`config.mk`:
```
export PLATFORM = sky130hd
export DESIGN_NAME = ssl_top
export DESIGN_NICKNAME = d
export VERILOG_FILES = /design/src/hw/ssl_trig_edge.v /design/src/hw/ssl_top.v
export VERILOG_INCLUDE_DIRS = /design/src /design/src/hw
export SDC_FILE = /design/constraint.sdc
export NUM_CORES = 1
export LEC_CHECK = 0
export ABC_AREA = 1
export BUFFER_PORTS_ARGS = -buffer_cell sky130_fd_sc_hd__buf_4
export CAP_MARGIN = 20
export CORE_ASPECT_RATIO = 1.1
export CORE_MARGIN = 3
export CORE_UTILIZATION = 35
export CTS_CLUSTER_SIZE = 25
export DETAILED_ROUTE_END_ITERATION = 8
export MAX_ROUTING_LAYER = met4
export PLACE_DENSITY = 0.67
export SKIP_LAST_GASP = 1
export SLEW_MARGIN = 10
export SYNTH_ARGS = -nofsm -noshare
export SYNTH_HDL_FRONTEND = slang
export SYNTH_SLANG_ARGS = --single-unit
```
`constraint.sdc`:
```
create_clock -name clk_sys_i -period 4.76 [get_ports clk_sys_i]
set_input_delay 1.428 -clock clk_sys_i [delete_from_list [all_inputs] [get_ports clk_sys_i]]
set_output_delay 1.428 -clock clk_sys_i [all_outputs]
set_load 0.02 [all_outputs]
```
`src/hw/ssl_regs.vh`:
```
`ifndef SSL_REGS_VH
`define SSL_REGS_VH

// Register indices
`define SSL_IDX_TRIG_MIX_OSC   8'h1f
`define SSL_IDX_TRIG_FIFO_DIV  8'h20
`define SSL_IDX_FACTORY        8'h21
`define SSL_IDX_LANE_ROUTING   8'h22

// Byte addresses, four times the index
`define SSL_ADDR_TRIG_MIX_OSC  8'h7c
`define SSL_ADDR_TRIG_FIFO_DIV 8'h80
`define SSL_ADDR_FACTORY       8'h84
`define SSL_ADDR_LANE_ROUTING  8'h88
`define SSL_ADDR_MIX_AB_SHADOW 8'h8c
`define SSL_ADDR_MIX_CD_SHADOW 8'h90
`define SSL_ADDR_MIX_AB_ACTIVE 8'h94
`define SSL_ADDR_MIX_CD_ACTIVE 8'h98
`define SSL_ADDR_EVENT_STATUS  8'h9c

// Reset values
`define SSL_RST_TRIG_MIX_OSC   16'h1140
`define SSL_RST_TRIG_FIFO_DIV  16'h2400
`define SSL_RST_LANE_ROUTING   16'h1b1b
`define SSL_RST_ZERO16         16'h0000

// Writable bits, reserved bits stay zero
`define SSL_WMASK_TRIG_MIX_OSC  16'hfffe
`define SSL_WMASK_TRIG_FIFO_DIV 16'hff01
`define SSL_WMASK_LANE_ROUTING  16'hffff

// Fields of trigger_select_mixer_oscillator
`define SSL_MIX_AB_MSB   15
`define SSL_MIX_AB_LSB   12
`define SSL_MIX_CD_MSB   11
`define SSL_MIX_CD_LSB   8
`define SSL_NCO_MSB      7
`define SSL_NCO_LSB      4
`define SSL_FMT_MSB      3
`define SSL_FMT_LSB      2
`define SSL_REG_TRIG_BIT 1

// Fields of trigger_select_fifo_divider
`define SSL_FIFO_WR_MSB  15
`define SSL_FIFO_WR_LSB  12
`define SSL_FIFO_RD_MSB  11
`define SSL_FIFO_RD_LSB  8
`define SSL_CLKDIV_BIT   0

// Source bit order inside a mask
`define SSL_SRC_REG      3
`define SSL_SRC_ALIGN    2
`define SSL_SRC_STROBE   1
`define SSL_SRC_LOW      0

// Formatter source codes
`define SSL_FMT_FRAMING  2'h0
`define SSL_FMT_ALIGN    2'h1

// Routing selector tops
`define SSL_IN_SEL_MSB   15
`define SSL_OUT_SEL_MSB  7

// Event status bits
`define SSL_EV_MIX_AB    0
`define SSL_EV_MIX_CD    1
`define SSL_EV_NCO       2
`define SSL_EV_FMT       3
`define SSL_EV_FIFO_WR   4
`define SSL_EV_FIFO_RD   5
`define SSL_EV_CLKDIV    6
`define SSL_EV_NUM       7

`endif

```
`src/hw/ssl_trig_edge.v`:
```
`timescale 1ns/1ps
`default_nettype none

module ssl_trig_edge #(
  parameter N = 4
) (
  input  wire         clk_sys_i,
  input  wire         rst_n_i,
  input  wire [N-1:0] mask_i,
  input  wire [N-1:0] src_i,
  output wire         pulse_o
);

  reg  level_ff;
  reg  pulse_ff;
  wire nxt_level;

  // RQ12 OR of enabled sources
  assign nxt_level = |(mask_i & src_i);

  // RQ12 Rising edge detect
  always @(posedge clk_sys_i) begin
    if (!rst_n_i) begin
      level_ff <= 1'b0;
      pulse_ff <= 1'b0;
    end else begin
      level_ff <= nxt_level;
      pulse_ff <= nxt_level & ~level_ff;
    end
  end

  assign pulse_o = pulse_ff;

endmodule // ssl_trig_edge

`default_nettype wire

```
`src/hw/ssl_top.v`:
```
// Summary of operation
// RQ1 - A 4-bit mask picks which of register trigger, alignment pin, strobe pin and write updates AB mixer, reset 0001.
// RQ2 - A second 4-bit mask with the same order picks the CD mixer update sources, reset 0001.
// RQ3 - Mixer words written by software go live only when an enabled trigger of their path fires.
// RQ4 - A 4-bit mask of register trigger, alignment pin, strobe and framing pin re-aligns the oscillators, reset 0100.
// RQ5 - The formatter takes one source by a 2-bit code: 00 framing, 01 alignment, 10 and 11 none, reset 00.
// RQ6 - The trigger bit is a level software sets then clears, feeding every mask that enables it, reset 0.
// RQ7 - FIFO write and read sides have their own 4-bit masks, reset 0010 and 0100.
// RQ8 - One select bit aligns dividers from strobe when 0 or from the write-side framing or alignment when 1.
// RQ9 - Each channel path takes one of four input words by a 2-bit selector, A at the top, identity at reset.
// RQ10 - Each converter output takes one of four processed words by a 2-bit selector, identity at reset.
// RQ11 - Reserved bits and the factory word read as zero, and software writes zeros there.
// RQ12 - Each mask ORs its enabled sources and acts on the registered rising edge of the result.
`timescale 1ns/1ps
`default_nettype none
`include "ssl_regs.vh"

module ssl_top #(
  parameter W     = 16,
  parameter MIX_W = 32
) (
  input  wire             clk_sys_i,
  input  wire             rst_n_i,
  input  wire             psel,
  input  wire             penable,
  input  wire             pwrite,
  input  wire [7:0]       paddr,
  input  wire [31:0]      pwdata,
  output wire [31:0]      prdata,
  output wire             pready,
  output wire             pslverr,
  input  wire             align_pin_i,
  input  wire             reference_strobe_pin_i,
  input  wire             framing_pin_i,
  input  wire [4*W-1:0]   in_words_i,
  input  wire [4*W-1:0]   proc_words_i,
  output wire [4*W-1:0]   chan_words_o,
  output wire [4*W-1:0]   conv_words_o,
  output wire [MIX_W-1:0] mixer_ab_active_o,
  output wire [MIX_W-1:0] mixer_cd_active_o,
  output wire             nco_align_o,
  output wire             formatter_align_o,
  output wire             fifo_wr_align_o,
  output wire             fifo_rd_align_o,
  output wire             clkdiv_align_o
);

  reg  [15:0]          trig_mix_osc_ff;
  reg  [15:0]          trig_fifo_div_ff;
  reg  [15:0]          lane_routing_ff;
  reg  [MIX_W-1:0]     mix_ab_shadow_ff;
  reg  [MIX_W-1:0]     mix_cd_shadow_ff;
  reg  [MIX_W-1:0]     mix_ab_active_ff;
  reg  [MIX_W-1:0]     mix_cd_active_ff;
  reg  [`SSL_EV_NUM-1:0] event_ff;
  reg  [`SSL_EV_NUM-1:0] nxt_event;
  reg  [31:0]          rd_data;
  reg                  addr_hit;

  wire                 wr_en;
  wire                 rd_en;
  wire                 reg_trig;
  wire                 wr_mix_ab;
  wire                 wr_mix_cd;
  wire [3:0]           src_mix_ab;
  wire [3:0]           src_mix_cd;
  wire [3:0]           src_sync;
  wire [3:0]           mask_mix_ab;
  wire [3:0]           mask_mix_cd;
  wire [3:0]           mask_nco;
  wire [3:0]           mask_fifo_wr;
  wire [3:0]           mask_fifo_rd;
  wire [1:0]           fmt_code;
  wire                 fmt_src;
  wire                 fmt_en;
  wire                 clkdiv_sel;
  wire                 clkdiv_src;
  wire                 pulse_mix_ab;
  wire                 pulse_mix_cd;
  wire                 pulse_nco;
  wire                 pulse_fmt;
  wire                 pulse_fifo_wr;
  wire                 pulse_fifo_rd;
  wire                 pulse_clkdiv;
  wire [`SSL_EV_NUM-1:0] ev_set;

  // Zero-wait APB slave
  assign wr_en   = psel & penable & pwrite;
  assign rd_en   = psel & penable & ~pwrite;
  assign pready  = psel & penable;
  assign pslverr = psel & penable & ~addr_hit;
  assign prdata  = rd_data;

  // Field extraction
  assign mask_mix_ab  = trig_mix_osc_ff[`SSL_MIX_AB_MSB:`SSL_MIX_AB_LSB];
  assign mask_mix_cd  = trig_mix_osc_ff[`SSL_MIX_CD_MSB:`SSL_MIX_CD_LSB];
  assign mask_nco     = trig_mix_osc_ff[`SSL_NCO_MSB:`SSL_NCO_LSB];
  assign fmt_code     = trig_mix_osc_ff[`SSL_FMT_MSB:`SSL_FMT_LSB];
  assign mask_fifo_wr = trig_fifo_div_ff[`SSL_FIFO_WR_MSB:`SSL_FIFO_WR_LSB];
  assign mask_fifo_rd = trig_fifo_div_ff[`SSL_FIFO_RD_MSB:`SSL_FIFO_RD_LSB];
  assign clkdiv_sel   = trig_fifo_div_ff[`SSL_CLKDIV_BIT];

  // RQ6 Register trigger level
  assign reg_trig = trig_mix_osc_ff[`SSL_REG_TRIG_BIT];

  assign wr_mix_ab = wr_en & (paddr == `SSL_ADDR_MIX_AB_SHADOW);
  assign wr_mix_cd = wr_en & (paddr == `SSL_ADDR_MIX_CD_SHADOW);

  // RQ1 AB mixer sources
  assign src_mix_ab = {reg_trig, align_pin_i, reference_strobe_pin_i, wr_mix_ab};
  // RQ2 CD mixer sources
  assign src_mix_cd = {reg_trig, align_pin_i, reference_strobe_pin_i, wr_mix_cd};
  // RQ4 Oscillator and FIFO sources
  assign src_sync   = {reg_trig, align_pin_i, reference_strobe_pin_i, framing_pin_i};

  // RQ5 Single formatter source
  assign fmt_src = (fmt_code == `SSL_FMT_FRAMING) ? framing_pin_i :
                   (fmt_code == `SSL_FMT_ALIGN)   ? align_pin_i   : 1'b0;
  assign fmt_en  = (fmt_code == `SSL_FMT_FRAMING) | (fmt_code == `SSL_FMT_ALIGN);

  // RQ8 Divider source select
  assign clkdiv_src = clkdiv_sel ?
    ((mask_fifo_wr[`SSL_SRC_LOW] & framing_pin_i) | (mask_fifo_wr[`SSL_SRC_ALIGN] & align_pin_i)) :
    reference_strobe_pin_i;

  ssl_trig_edge #(.N(4)) u_edge_mix_ab (
    .clk_sys_i (clk_sys_i),
    .rst_n_i   (rst_n_i),
    .mask_i    (mask_mix_ab),
    .src_i     (src_mix_ab),
    .pulse_o   (pulse_mix_ab)
  );

  ssl_trig_edge #(.N(4)) u_edge_mix_cd (
    .clk_sys_i (clk_sys_i),
    .rst_n_i   (rst_n_i),
    .mask_i    (mask_mix_cd),
    .src_i     (src_mix_cd),
    .pulse_o   (pulse_mix_cd)
  );

  ssl_trig_edge #(.N(4)) u_edge_nco (
    .clk_sys_i (clk_sys_i),
    .rst_n_i   (rst_n_i),
    .mask_i    (mask_nco),
    .src_i     (src_sync),
    .pulse_o   (pulse_nco)
  );

  // RQ7 FIFO write side
  ssl_trig_edge #(.N(4)) u_edge_fifo_wr (
    .clk_sys_i (clk_sys_i),
    .rst_n_i   (rst_n_i),
    .mask_i    (mask_fifo_wr),
    .src_i     (src_sync),
    .pulse_o   (pulse_fifo_wr)
  );

  // RQ7 FIFO read side
  ssl_trig_edge #(.N(4)) u_edge_fifo_rd (
    .clk_sys_i (clk_sys_i),
    .rst_n_i   (rst_n_i),
    .mask_i    (mask_fifo_rd),
    .src_i     (src_sync),
    .pulse_o   (pulse_fifo_rd)
  );

  ssl_trig_edge #(.N(1)) u_edge_fmt (
    .clk_sys_i (clk_sys_i),
    .rst_n_i   (rst_n_i),
    .mask_i    (fmt_en),
    .src_i     (fmt_src),
    .pulse_o   (pulse_fmt)
  );

  ssl_trig_edge #(.N(1)) u_edge_clkdiv (
    .clk_sys_i (clk_sys_i),
    .rst_n_i   (rst_n_i),
    .mask_i    (1'b1),
    .src_i     (clkdiv_src),
    .pulse_o   (pulse_clkdiv)
  );

  assign nco_align_o       = pulse_nco;
  assign formatter_align_o = pulse_fmt;
  assign fifo_wr_align_o   = pulse_fifo_wr;
  assign fifo_rd_align_o   = pulse_fifo_rd;
  assign clkdiv_align_o    = pulse_clkdiv;

  // Register writes
  always @(posedge clk_sys_i) begin
    if (!rst_n_i) begin
      trig_mix_osc_ff  <= `SSL_RST_TRIG_MIX_OSC;
      trig_fifo_div_ff <= `SSL_RST_TRIG_FIFO_DIV;
      lane_routing_ff  <= `SSL_RST_LANE_ROUTING;
      mix_ab_shadow_ff <= {MIX_W{1'b0}};
      mix_cd_shadow_ff <= {MIX_W{1'b0}};
    end else if (wr_en) begin
      case (paddr)
        // RQ11 Reserved bits masked
        `SSL_ADDR_TRIG_MIX_OSC: begin
          trig_mix_osc_ff <= pwdata[15:0] & `SSL_WMASK_TRIG_MIX_OSC;
        end
        `SSL_ADDR_TRIG_FIFO_DIV: begin
          trig_fifo_div_ff <= pwdata[15:0] & `SSL_WMASK_TRIG_FIFO_DIV;
        end
        `SSL_ADDR_LANE_ROUTING: begin
          lane_routing_ff <= pwdata[15:0] & `SSL_WMASK_LANE_ROUTING;
        end
        `SSL_ADDR_MIX_AB_SHADOW: begin
          mix_ab_shadow_ff <= pwdata[MIX_W-1:0];
        end
        `SSL_ADDR_MIX_CD_SHADOW: begin
          mix_cd_shadow_ff <= pwdata[MIX_W-1:0];
        end
        default: begin
        end
      endcase
    end
  end

  // RQ3 Double-buffered mixer update
  always @(posedge clk_sys_i) begin
    if (!rst_n_i) begin
      mix_ab_active_ff <= {MIX_W{1'b0}};
      mix_cd_active_ff <= {MIX_W{1'b0}};
    end else begin
      if (pulse_mix_ab) begin
        mix_ab_active_ff <= mix_ab_shadow_ff;
      end
      if (pulse_mix_cd) begin
        mix_cd_active_ff <= mix_cd_shadow_ff;
      end
    end
  end

  assign mixer_ab_active_o = mix_ab_active_ff;
  assign mixer_cd_active_o = mix_cd_active_ff;

  // Event status, set wins over clear
  assign ev_set = {pulse_clkdiv, pulse_fifo_rd, pulse_fifo_wr, pulse_fmt,
                   pulse_nco, pulse_mix_cd, pulse_mix_ab};

  always @* begin
    nxt_event = event_ff;
    if (wr_en && (paddr == `SSL_ADDR_EVENT_STATUS)) begin
      nxt_event = event_ff & ~pwdata[`SSL_EV_NUM-1:0];
    end
    nxt_event = nxt_event | ev_set;
  end

  always @(posedge clk_sys_i) begin
    if (!rst_n_i) begin
      event_ff <= {`SSL_EV_NUM{1'b0}};
    end else begin
      event_ff <= nxt_event;
    end
  end

  // Read mux and decode
  always @* begin
    rd_data  = 32'h0000_0000;
    addr_hit = 1'b1;
    case (paddr)
      `SSL_ADDR_TRIG_MIX_OSC: begin
        rd_data[15:0] = trig_mix_osc_ff;
      end
      `SSL_ADDR_TRIG_FIFO_DIV: begin
        rd_data[15:0] = trig_fifo_div_ff;
      end
      // RQ11 Factory word reads zero
      `SSL_ADDR_FACTORY: begin
        rd_data[15:0] = `SSL_RST_ZERO16;
      end
      `SSL_ADDR_LANE_ROUTING: begin
        rd_data[15:0] = lane_routing_ff;
      end
      `SSL_ADDR_MIX_AB_SHADOW: begin
        rd_data[MIX_W-1:0] = mix_ab_shadow_ff;
      end
      `SSL_ADDR_MIX_CD_SHADOW: begin
        rd_data[MIX_W-1:0] = mix_cd_shadow_ff;
      end
      `SSL_ADDR_MIX_AB_ACTIVE: begin
        rd_data[MIX_W-1:0] = mix_ab_active_ff;
      end
      `SSL_ADDR_MIX_CD_ACTIVE: begin
        rd_data[MIX_W-1:0] = mix_cd_active_ff;
      end
      `SSL_ADDR_EVENT_STATUS: begin
        rd_data[`SSL_EV_NUM-1:0] = event_ff;
      end
      default: begin
        addr_hit = 1'b0;
      end
    endcase
    if (!rd_en) begin
      rd_data = 32'h0000_0000;
    end
  end

  // Lane routing per channel
  genvar k;
  generate
    for (k = 0; k < 4; k = k + 1) begin : g_lane
      wire [1:0] in_sel;
      wire [1:0] out_sel;
      reg  [W-1:0] chan_ff;
      reg  [W-1:0] conv_ff;
      reg  [W-1:0] nxt_chan;
      reg  [W-1:0] nxt_conv;

      // RQ9 Input word select
      assign in_sel  = lane_routing_ff[`SSL_IN_SEL_MSB-2*k -: 2];
      // RQ10 Output word select
      assign out_sel = lane_routing_ff[`SSL_OUT_SEL_MSB-2*k -: 2];

      always @* begin
        case (in_sel)
          2'h0: nxt_chan = in_words_i[0*W +: W];
          2'h1: nxt_chan = in_words_i[1*W +: W];
          2'h2: nxt_chan = in_words_i[2*W +: W];
          default: nxt_chan = in_words_i[3*W +: W];
        endcase
        case (out_sel)
          2'h0: nxt_conv = proc_words_i[0*W +: W];
          2'h1: nxt_conv = proc_words_i[1*W +: W];
          2'h2: nxt_conv = proc_words_i[2*W +: W];
          default: nxt_conv = proc_words_i[3*W +: W];
        endcase
      end

      always @(posedge clk_sys_i) begin
        if (!rst_n_i) begin
          chan_ff <= {W{1'b0}};
          conv_ff <= {W{1'b0}};
        end else begin
          chan_ff <= nxt_chan;
          conv_ff <= nxt_conv;
        end
      end

      assign chan_words_o[k*W +: W] = chan_ff;
      assign conv_words_o[k*W +: W] = conv_ff;
    end
  endgenerate

endmodule // ssl_top

`default_nettype wire

```
### Word-level counts from Yosys, hierarchy flattened

Cells that the tools add are included.

* output and inout port bits: 231
* input bits: 176
* register bits: 317
* word-level logic and storage cells: 129

* bitwise gates (word level): 35
* reduce and logical (&&, ||, !) cells: 21
* equal/unequal tests: 26
* mux-type cells: 17

Operators with widths (number)
* $pmux 16 s3: 8
* $eq 8x8->1 const B: 8
* $pmux 16 s4: 1
* $pmux 9 s7: 1
* $pmux 7 s8: 1
* $mux 32: 1
* $and 4x4->4: 5
* $reduce_or 4->1: 5
* $eq 2x1->1 const B: 9
* $logic_not 2->1: 9
* $and 1x1->1: 16
* $eq 2x2->1 const B: 8
* $reduce_and 2->1: 5
* $not 1->1: 9
* $reduce_or 9->1: 1
* $eq 8x7->1 const B: 1
* $and 7x7->7: 1
* $mux 7: 1
* $not 7->7: 1
* $or 7x7->7: 1
* $mux 1: 4
* $or 1x1->1: 2
* $logic_and 1x1->1: 1

### Depth between registers and ports, before layout

* depth in word-level cells: 6
* gate-level depth with buffers: 11
* gate-level depth less buffers: 10

### Cells and area by module

Synthesis repeated with hierarchy kept, for this count alone.

* cells, all modules: 2197
* area, all modules: 15009.4 µm²

Modules (own cells, without submodules)
* ssl_top: times used 1, seq. area each 6065.8 µm², area an instance 14457.6 µm², cells each 2127
* ssl_trig_edge (u_edge_fifo_rd ...): times used 5, seq. area each 40.0 µm², area an instance 86.3 µm², cells each 12
* ssl_trig_edge (u_edge_clkdiv ...): times used 2, seq. area each 40.0 µm², area an instance 60.1 µm², cells each 5

### Least setup slack after synthesis

No wires, ideal clock.

* path kind: input port to output port
* from: input port paddr[0]
* to: output port prdata[6]
* path buffers: 2
* data arrival time: 2559 ps
* data required time: 3332 ps
* stages on the path: 9
* path slack: 773 ps
* cell sequence: inv_1 > nand2_4 > nor2_2 > buf_4 > buf_6 > nand3_1 > nand2_1 > nor2_1 > a21oi_1

* word-level cells in the longest chain between the ends: 3
* elaborated cells on any way between the ends: 10
* classes of those cells: eq/ne (8); mux (2)

Ends and longest elaborated chain
* from (decl): line ssl_top.v:27 `input wire [7:0] paddr,`
* $eq 8x8->1 / $eq 8x7->1 (equally long branches): line ssl_top.v:264 `case (paddr)`
* $pmux 7 s8 (*): line ssl_top.v:264
* $mux 32 (*): line ssl_top.v:297 `if (!rd_en) begin`
* to (decl): line ssl_top.v:29 `output wire [31:0] prdata,`

Every way passes the cells marked *; elsewhere a longest branch is shown, timed or not.

### Worst setup path in the final report

* from: input port paddr[6]
* to: output port prdata[13]

* word-level cells in the longest chain between the ends: 3
* elaborated cells on any way between the ends: 9
* classes of those cells: eq/ne (7); mux (2)

Ends and longest elaborated chain (line)
* $eq 8x8->1 / $eq 8x7->1 (equally long branches): ssl_top.v:264
* $pmux 9 s7 (*): ssl_top.v:264
* $mux 32 (*): ssl_top.v:297

Marks and branches as above.

==> summary.log <==
[clocking] Setup Fix Bufs, Post-CTS 0
[timing] Min Clock Period, post-route 4.48 ns
[clocking] clock buffers created by TritonCTS 35
[setup_path] worst-case register-to-register setup slack 2.83 ns
[clocking] clock tree from TritonCTS yes
[setup_path] Data required, critical path 3.33 ns
[power] clock share of power 0.443
[setup_path] number of cells on the worst reg-to-reg path 7
[setup_path] sort of element at the start of the critical path input port
[power] Power Density 308 mW/mm2
[logic_synthesis] Synth Instances 2176
[detailed_routing] drt wl/cell 19.2 um
[global_routing] antenna violations before repair 2
[clocking] clk root buf sky130_fd_sc_hd__clkbuf_16
[timing] final setup skew 0.0227 ns
[logic_synthesis] total number of yosys warnings 0
[power] sw frac 0.252
[cells_and_area] number of filler cells placed in the layout 4320
[setup_path] R2R Path End g_lane[3].conv_ff[8]$_SDFF_PN0_
[floorplan] starting density of the core 0.355
[clocking] TritonCTS sink count 317
[logic_synthesis] post-synthesis sequential area ratio 0.421
[logic_synthesis] post-synthesis area per instance 6.93 um2
[timing] remaining max-slew budget at the tightest pin 0.315
[detailed_routing] total routed wirelength 59.6 mm
[power] P_sw 1.52 mW
[timing] Finish-stage setup viols 0
[cells_and_area] commonest non-fill, non-tap cells in the layout sky130_fd_sc_hd__buf_4, sky130_fd_sc_hd__nand2_1, sky130_fd_sc_hd__inv_1, sky130_fd_sc_hd__dfxtp_1, sky130_fd_sc_hd__o21ai_0
[global_routing] aggregate global-route resource usage 0.255
[floorplan] Die Span Y 224 um
[clocking] buffers from clock root to sink, at most 3
[placed_design] hpwl dp 42.6 mm
[timing] fmax 0.223 GHz
[cells_and_area] final design utilization 0.461
[cells_and_area] Area growth, synth to finish 29.8%
[detailed_routing] Vias 16200
[timing] RSZ-0062 raised after global routing no
[logic_synthesis] cell types with the largest area share after synthesis sky130_fd_sc_hd__dfxtp_1, sky130_fd_sc_hd__nand2_1, sky130_fd_sc_hd__inv_1
[setup_path] endpoint kind of the worst setup timing path primary output
[outcome] status completed
[power] fraction of power consumed by combinational cells 0.102
[setup_path] worst endpoint data arrival time 3.05 ns
[setup_path] worst flop-to-flop path startpoint lane_routing_ff[0]$_SDFFE_PN1P_
[cells_and_area] Nets 2699
[global_routing] wire length of the first global-routing pass 89.5 mm
[logic_synthesis] Syn Nets 2352
[power] reported leakage power 9.76 nW
[cells_and_area] most common cell after layout, fill and taps aside sky130_fd_sc_hd__buf_4
[detailed_routing] final routed DRC violation total 0
[power] peak ir drop on the vdd network 0.000263 V
[power] overall power consumption 6.03 mW
[logic_synthesis] Synth top area share 0.421
[placed_design] final weighted congestion of routability-driven global placement 0.893
[power] register share of total power 0.455
[global_routing] remaining global-route overflow 0
[global_routing] number of global-route vias before repair 15500
[setup_path] launching element of the worst setup path paddr[6]
[power] internal portion of total power 4.52 mW
[timing] number of failing hold endpoints at the final stage 0
[run] total of max-cap violations 0
[setup_path] maximum fanout encountered on the critical timing path 17
[logic_synthesis] most area-hungry cell type in the Yosys netlist sky130_fd_sc_hd__dfxtp_1
[floorplan] placement row count 79
[clocking] Clk pin slew, worst setup/hold paths 0.07 ns
[logic_synthesis] cell area after synthesis 0.0151 mm2
[logic_synthesis] proportion of register bits with asynchronous set or reset after synthesis 0
[logic_synthesis] number of flip-flops and latches in the synthesized netlist 317
[timing] worst hold slack 0.365 ns
[timing] transition at the pin with the smallest max-transition slack 1.03 ns
[global_routing] maximum number of pins on one net before global-route repair 110
[worst_hold_path] Min-Delay Path Depth 1
[detailed_routing] drt via density 5.19
[cells_and_area] proportion of layout cells with a drive suffix above 1 0.210
[floorplan] Std-Cell Core Area 0.0424 mm2
[placed_design] total of buffers placed on input and output ports 406
[floorplan] I/O pin total 407
[floorplan] chip width 204 um
[logic_synthesis] number of distinct standard cells referenced by the synthesized netlist 31
[worst_hold_path] worst hold path type reg2reg
[timing] part of the cycle the worst path needs 0.942
[detailed_routing] Pre-Repair DR Iteration Count 6
[floorplan] Die ar. 0.0456 mm2
[logic_synthesis] count of flip-flops with a built-in enable after synthesis 0
[clocking] hold buffer count at cts 0
[detailed_routing] 1st-iter DRT viols 1310
[logic_synthesis] Main synth FF type sky130_fd_sc_hd__dfxtp_1
[timing] Total Neg Setup Slack 0 ns
[setup_path] type of the worst setup path in2out
[detailed_routing] Antenna Nets Post-Route 0
[worst_hold_path] Min-Delay Startpoint u_edge_clkdiv.level_ff$_SDFF_PN0_
[setup_path] destination of the critical timing path prdata[13]
[clocking] number of gates given a new drive strength after cts 0
[clocking] later-pin clock latency in the skew report 0.56 ns
[clocking] deepest level of the CTS H-tree 2
[timing] final number of max-transition violations 0
[per-stage QoR]
step                instances  area [um2]  setup WS (ns)
floorplan                2176       15100          0.773
finish                   3114       19600          0.277
global placement         3053       18400          0.329
detailed placement       3053       18400          0.267
global route             3113       19600          0.138
CTS                      3111       19600          0.261
[logic make-up (layout without fill, tap and decap cells)]
kind of cell / Yosys count / after routing / synth area share
other: 0 / 3 / 0
and+or+nand+nor: 757 / 757 / 0.209
AOI/OAI and AO/OA: 626 / 626 / 0.240
buffers and inverters: 476 / 844 / 0.130
DFF: 317 / 317 / 0.421
[cell usage after synthesis, types with 4 or more instances]
| cell | n |
|---|---|
| sky130_fd_sc_hd__o21ai_0 | 252 |
| sky130_fd_sc_hd__dfxtp_1 | 317 |
| sky130_fd_sc_hd__inv_1 | 341 |
| sky130_fd_sc_hd__clkbuf_1 | 66 |
| sky130_fd_sc_hd__o211ai_1 | 16 |
| sky130_fd_sc_hd__nor2_1 | 246 |
| sky130_fd_sc_hd__nor2_4 | 9 |
| sky130_fd_sc_hd__buf_4 | 11 |
| sky130_fd_sc_hd__buf_2 | 33 |
| sky130_fd_sc_hd__nand2_2 | 10 |
| sky130_fd_sc_hd__buf_6 | 13 |
| sky130_fd_sc_hd__a21oi_1 | 222 |
| sky130_fd_sc_hd__nand2_4 | 4 |
| sky130_fd_sc_hd__nor3_1 | 4 |
| sky130_fd_sc_hd__inv_2 | 8 |
| sky130_fd_sc_hd__o221ai_1 | 110 |
| sky130_fd_sc_hd__o22ai_1 | 4 |
| sky130_fd_sc_hd__nand2_1 | 374 |
| sky130_fd_sc_hd__nand3_1 | 102 |
| sky130_fd_sc_hd__o21ai_1 | 17 |
[flip-flops by register name, indices dropped and copies added (netlist names), 7 cells and up]
signal,count
event_ff,7
g_lane.chan_ff,64
g_lane.conv_ff,64
lane_routing_ff,16
mix_ab_shadow_ff,32
mix_cd_shadow_ff,32
mixer_ab_active_o,32
mixer_cd_active_o,32
trig_fifo_div_ff,9
trig_mix_osc_ff,15
[per-layer routing]
layer  vias to the layer above  track usage  routed length (um)
met5                         -            -                   0
met4                         0       0.0773                1510
met3                       104       0.0780                6940
li1                       7786            -                   -
met2                       872        0.406               27100
met1                      7412        0.312               24100
[how the worst min path moves through the flow]
stage	to	slack, ns
2_1_floorplan	u_edge_mix_ab.pulse_o$_SDFF_PN0_	0.37
5_1_grt	u_edge_clkdiv.pulse_o$_SDFF_PN0_	0.39
3_5_place_dp	u_edge_mix_cd.pulse_o$_SDFF_PN0_	0.38
4_1_cts	u_edge_clkdiv.pulse_o$_SDFF_PN0_	0.36
6_report	u_edge_clkdiv.pulse_o$_SDFF_PN0_	0.37
3_3_place_gp	u_edge_mix_cd.pulse_o$_SDFF_PN0_	0.37
[power by group through the flow]
stage          Clock [mW]  Sequential, mW  Combinational [mW]
2_1_floorplan           0            2.88               0.206
3_3_place_gp            0            2.80               0.601
3_5_place_dp            0            2.81               0.607
4_1_cts              2.73            2.75               0.609
5_1_grt              2.82            2.75               0.660
6_report             2.67            2.75               0.614
[final cells by class]
class	count	area, um2	area share
inverter	350	1310	0.0671
antenna	3	7.51	0.000384
clock buffer	48	1010	0.0519
tap	567	709	0.0363
clock inverter	10	95.1	0.00486
multi-input combinational	1383	6760	0.346
timing repair buffer	436	3310	0.169
sequential	317	6350	0.324
[worst max-delay path, cell delays in order]
cell and delay [ns]:
sky130_fd_sc_hd__buf_4 0.13, sky130_fd_sc_hd__inv_2 0.05, sky130_fd_sc_hd__nand2_2 0.08, sky130_fd_sc_hd__nor2_4 0.33, sky130_fd_sc_hd__nand2_4 0.21, sky130_fd_sc_hd__nand2_2 0.14
sky130_fd_sc_hd__nor2_1 0.06, sky130_fd_sc_hd__nand2_1 0.05, sky130_fd_sc_hd__nand2_1 0.18, sky130_fd_sc_hd__nor2_1 0.22, sky130_fd_sc_hd__buf_4 0.17
Power figures use the tool's default switching activity.
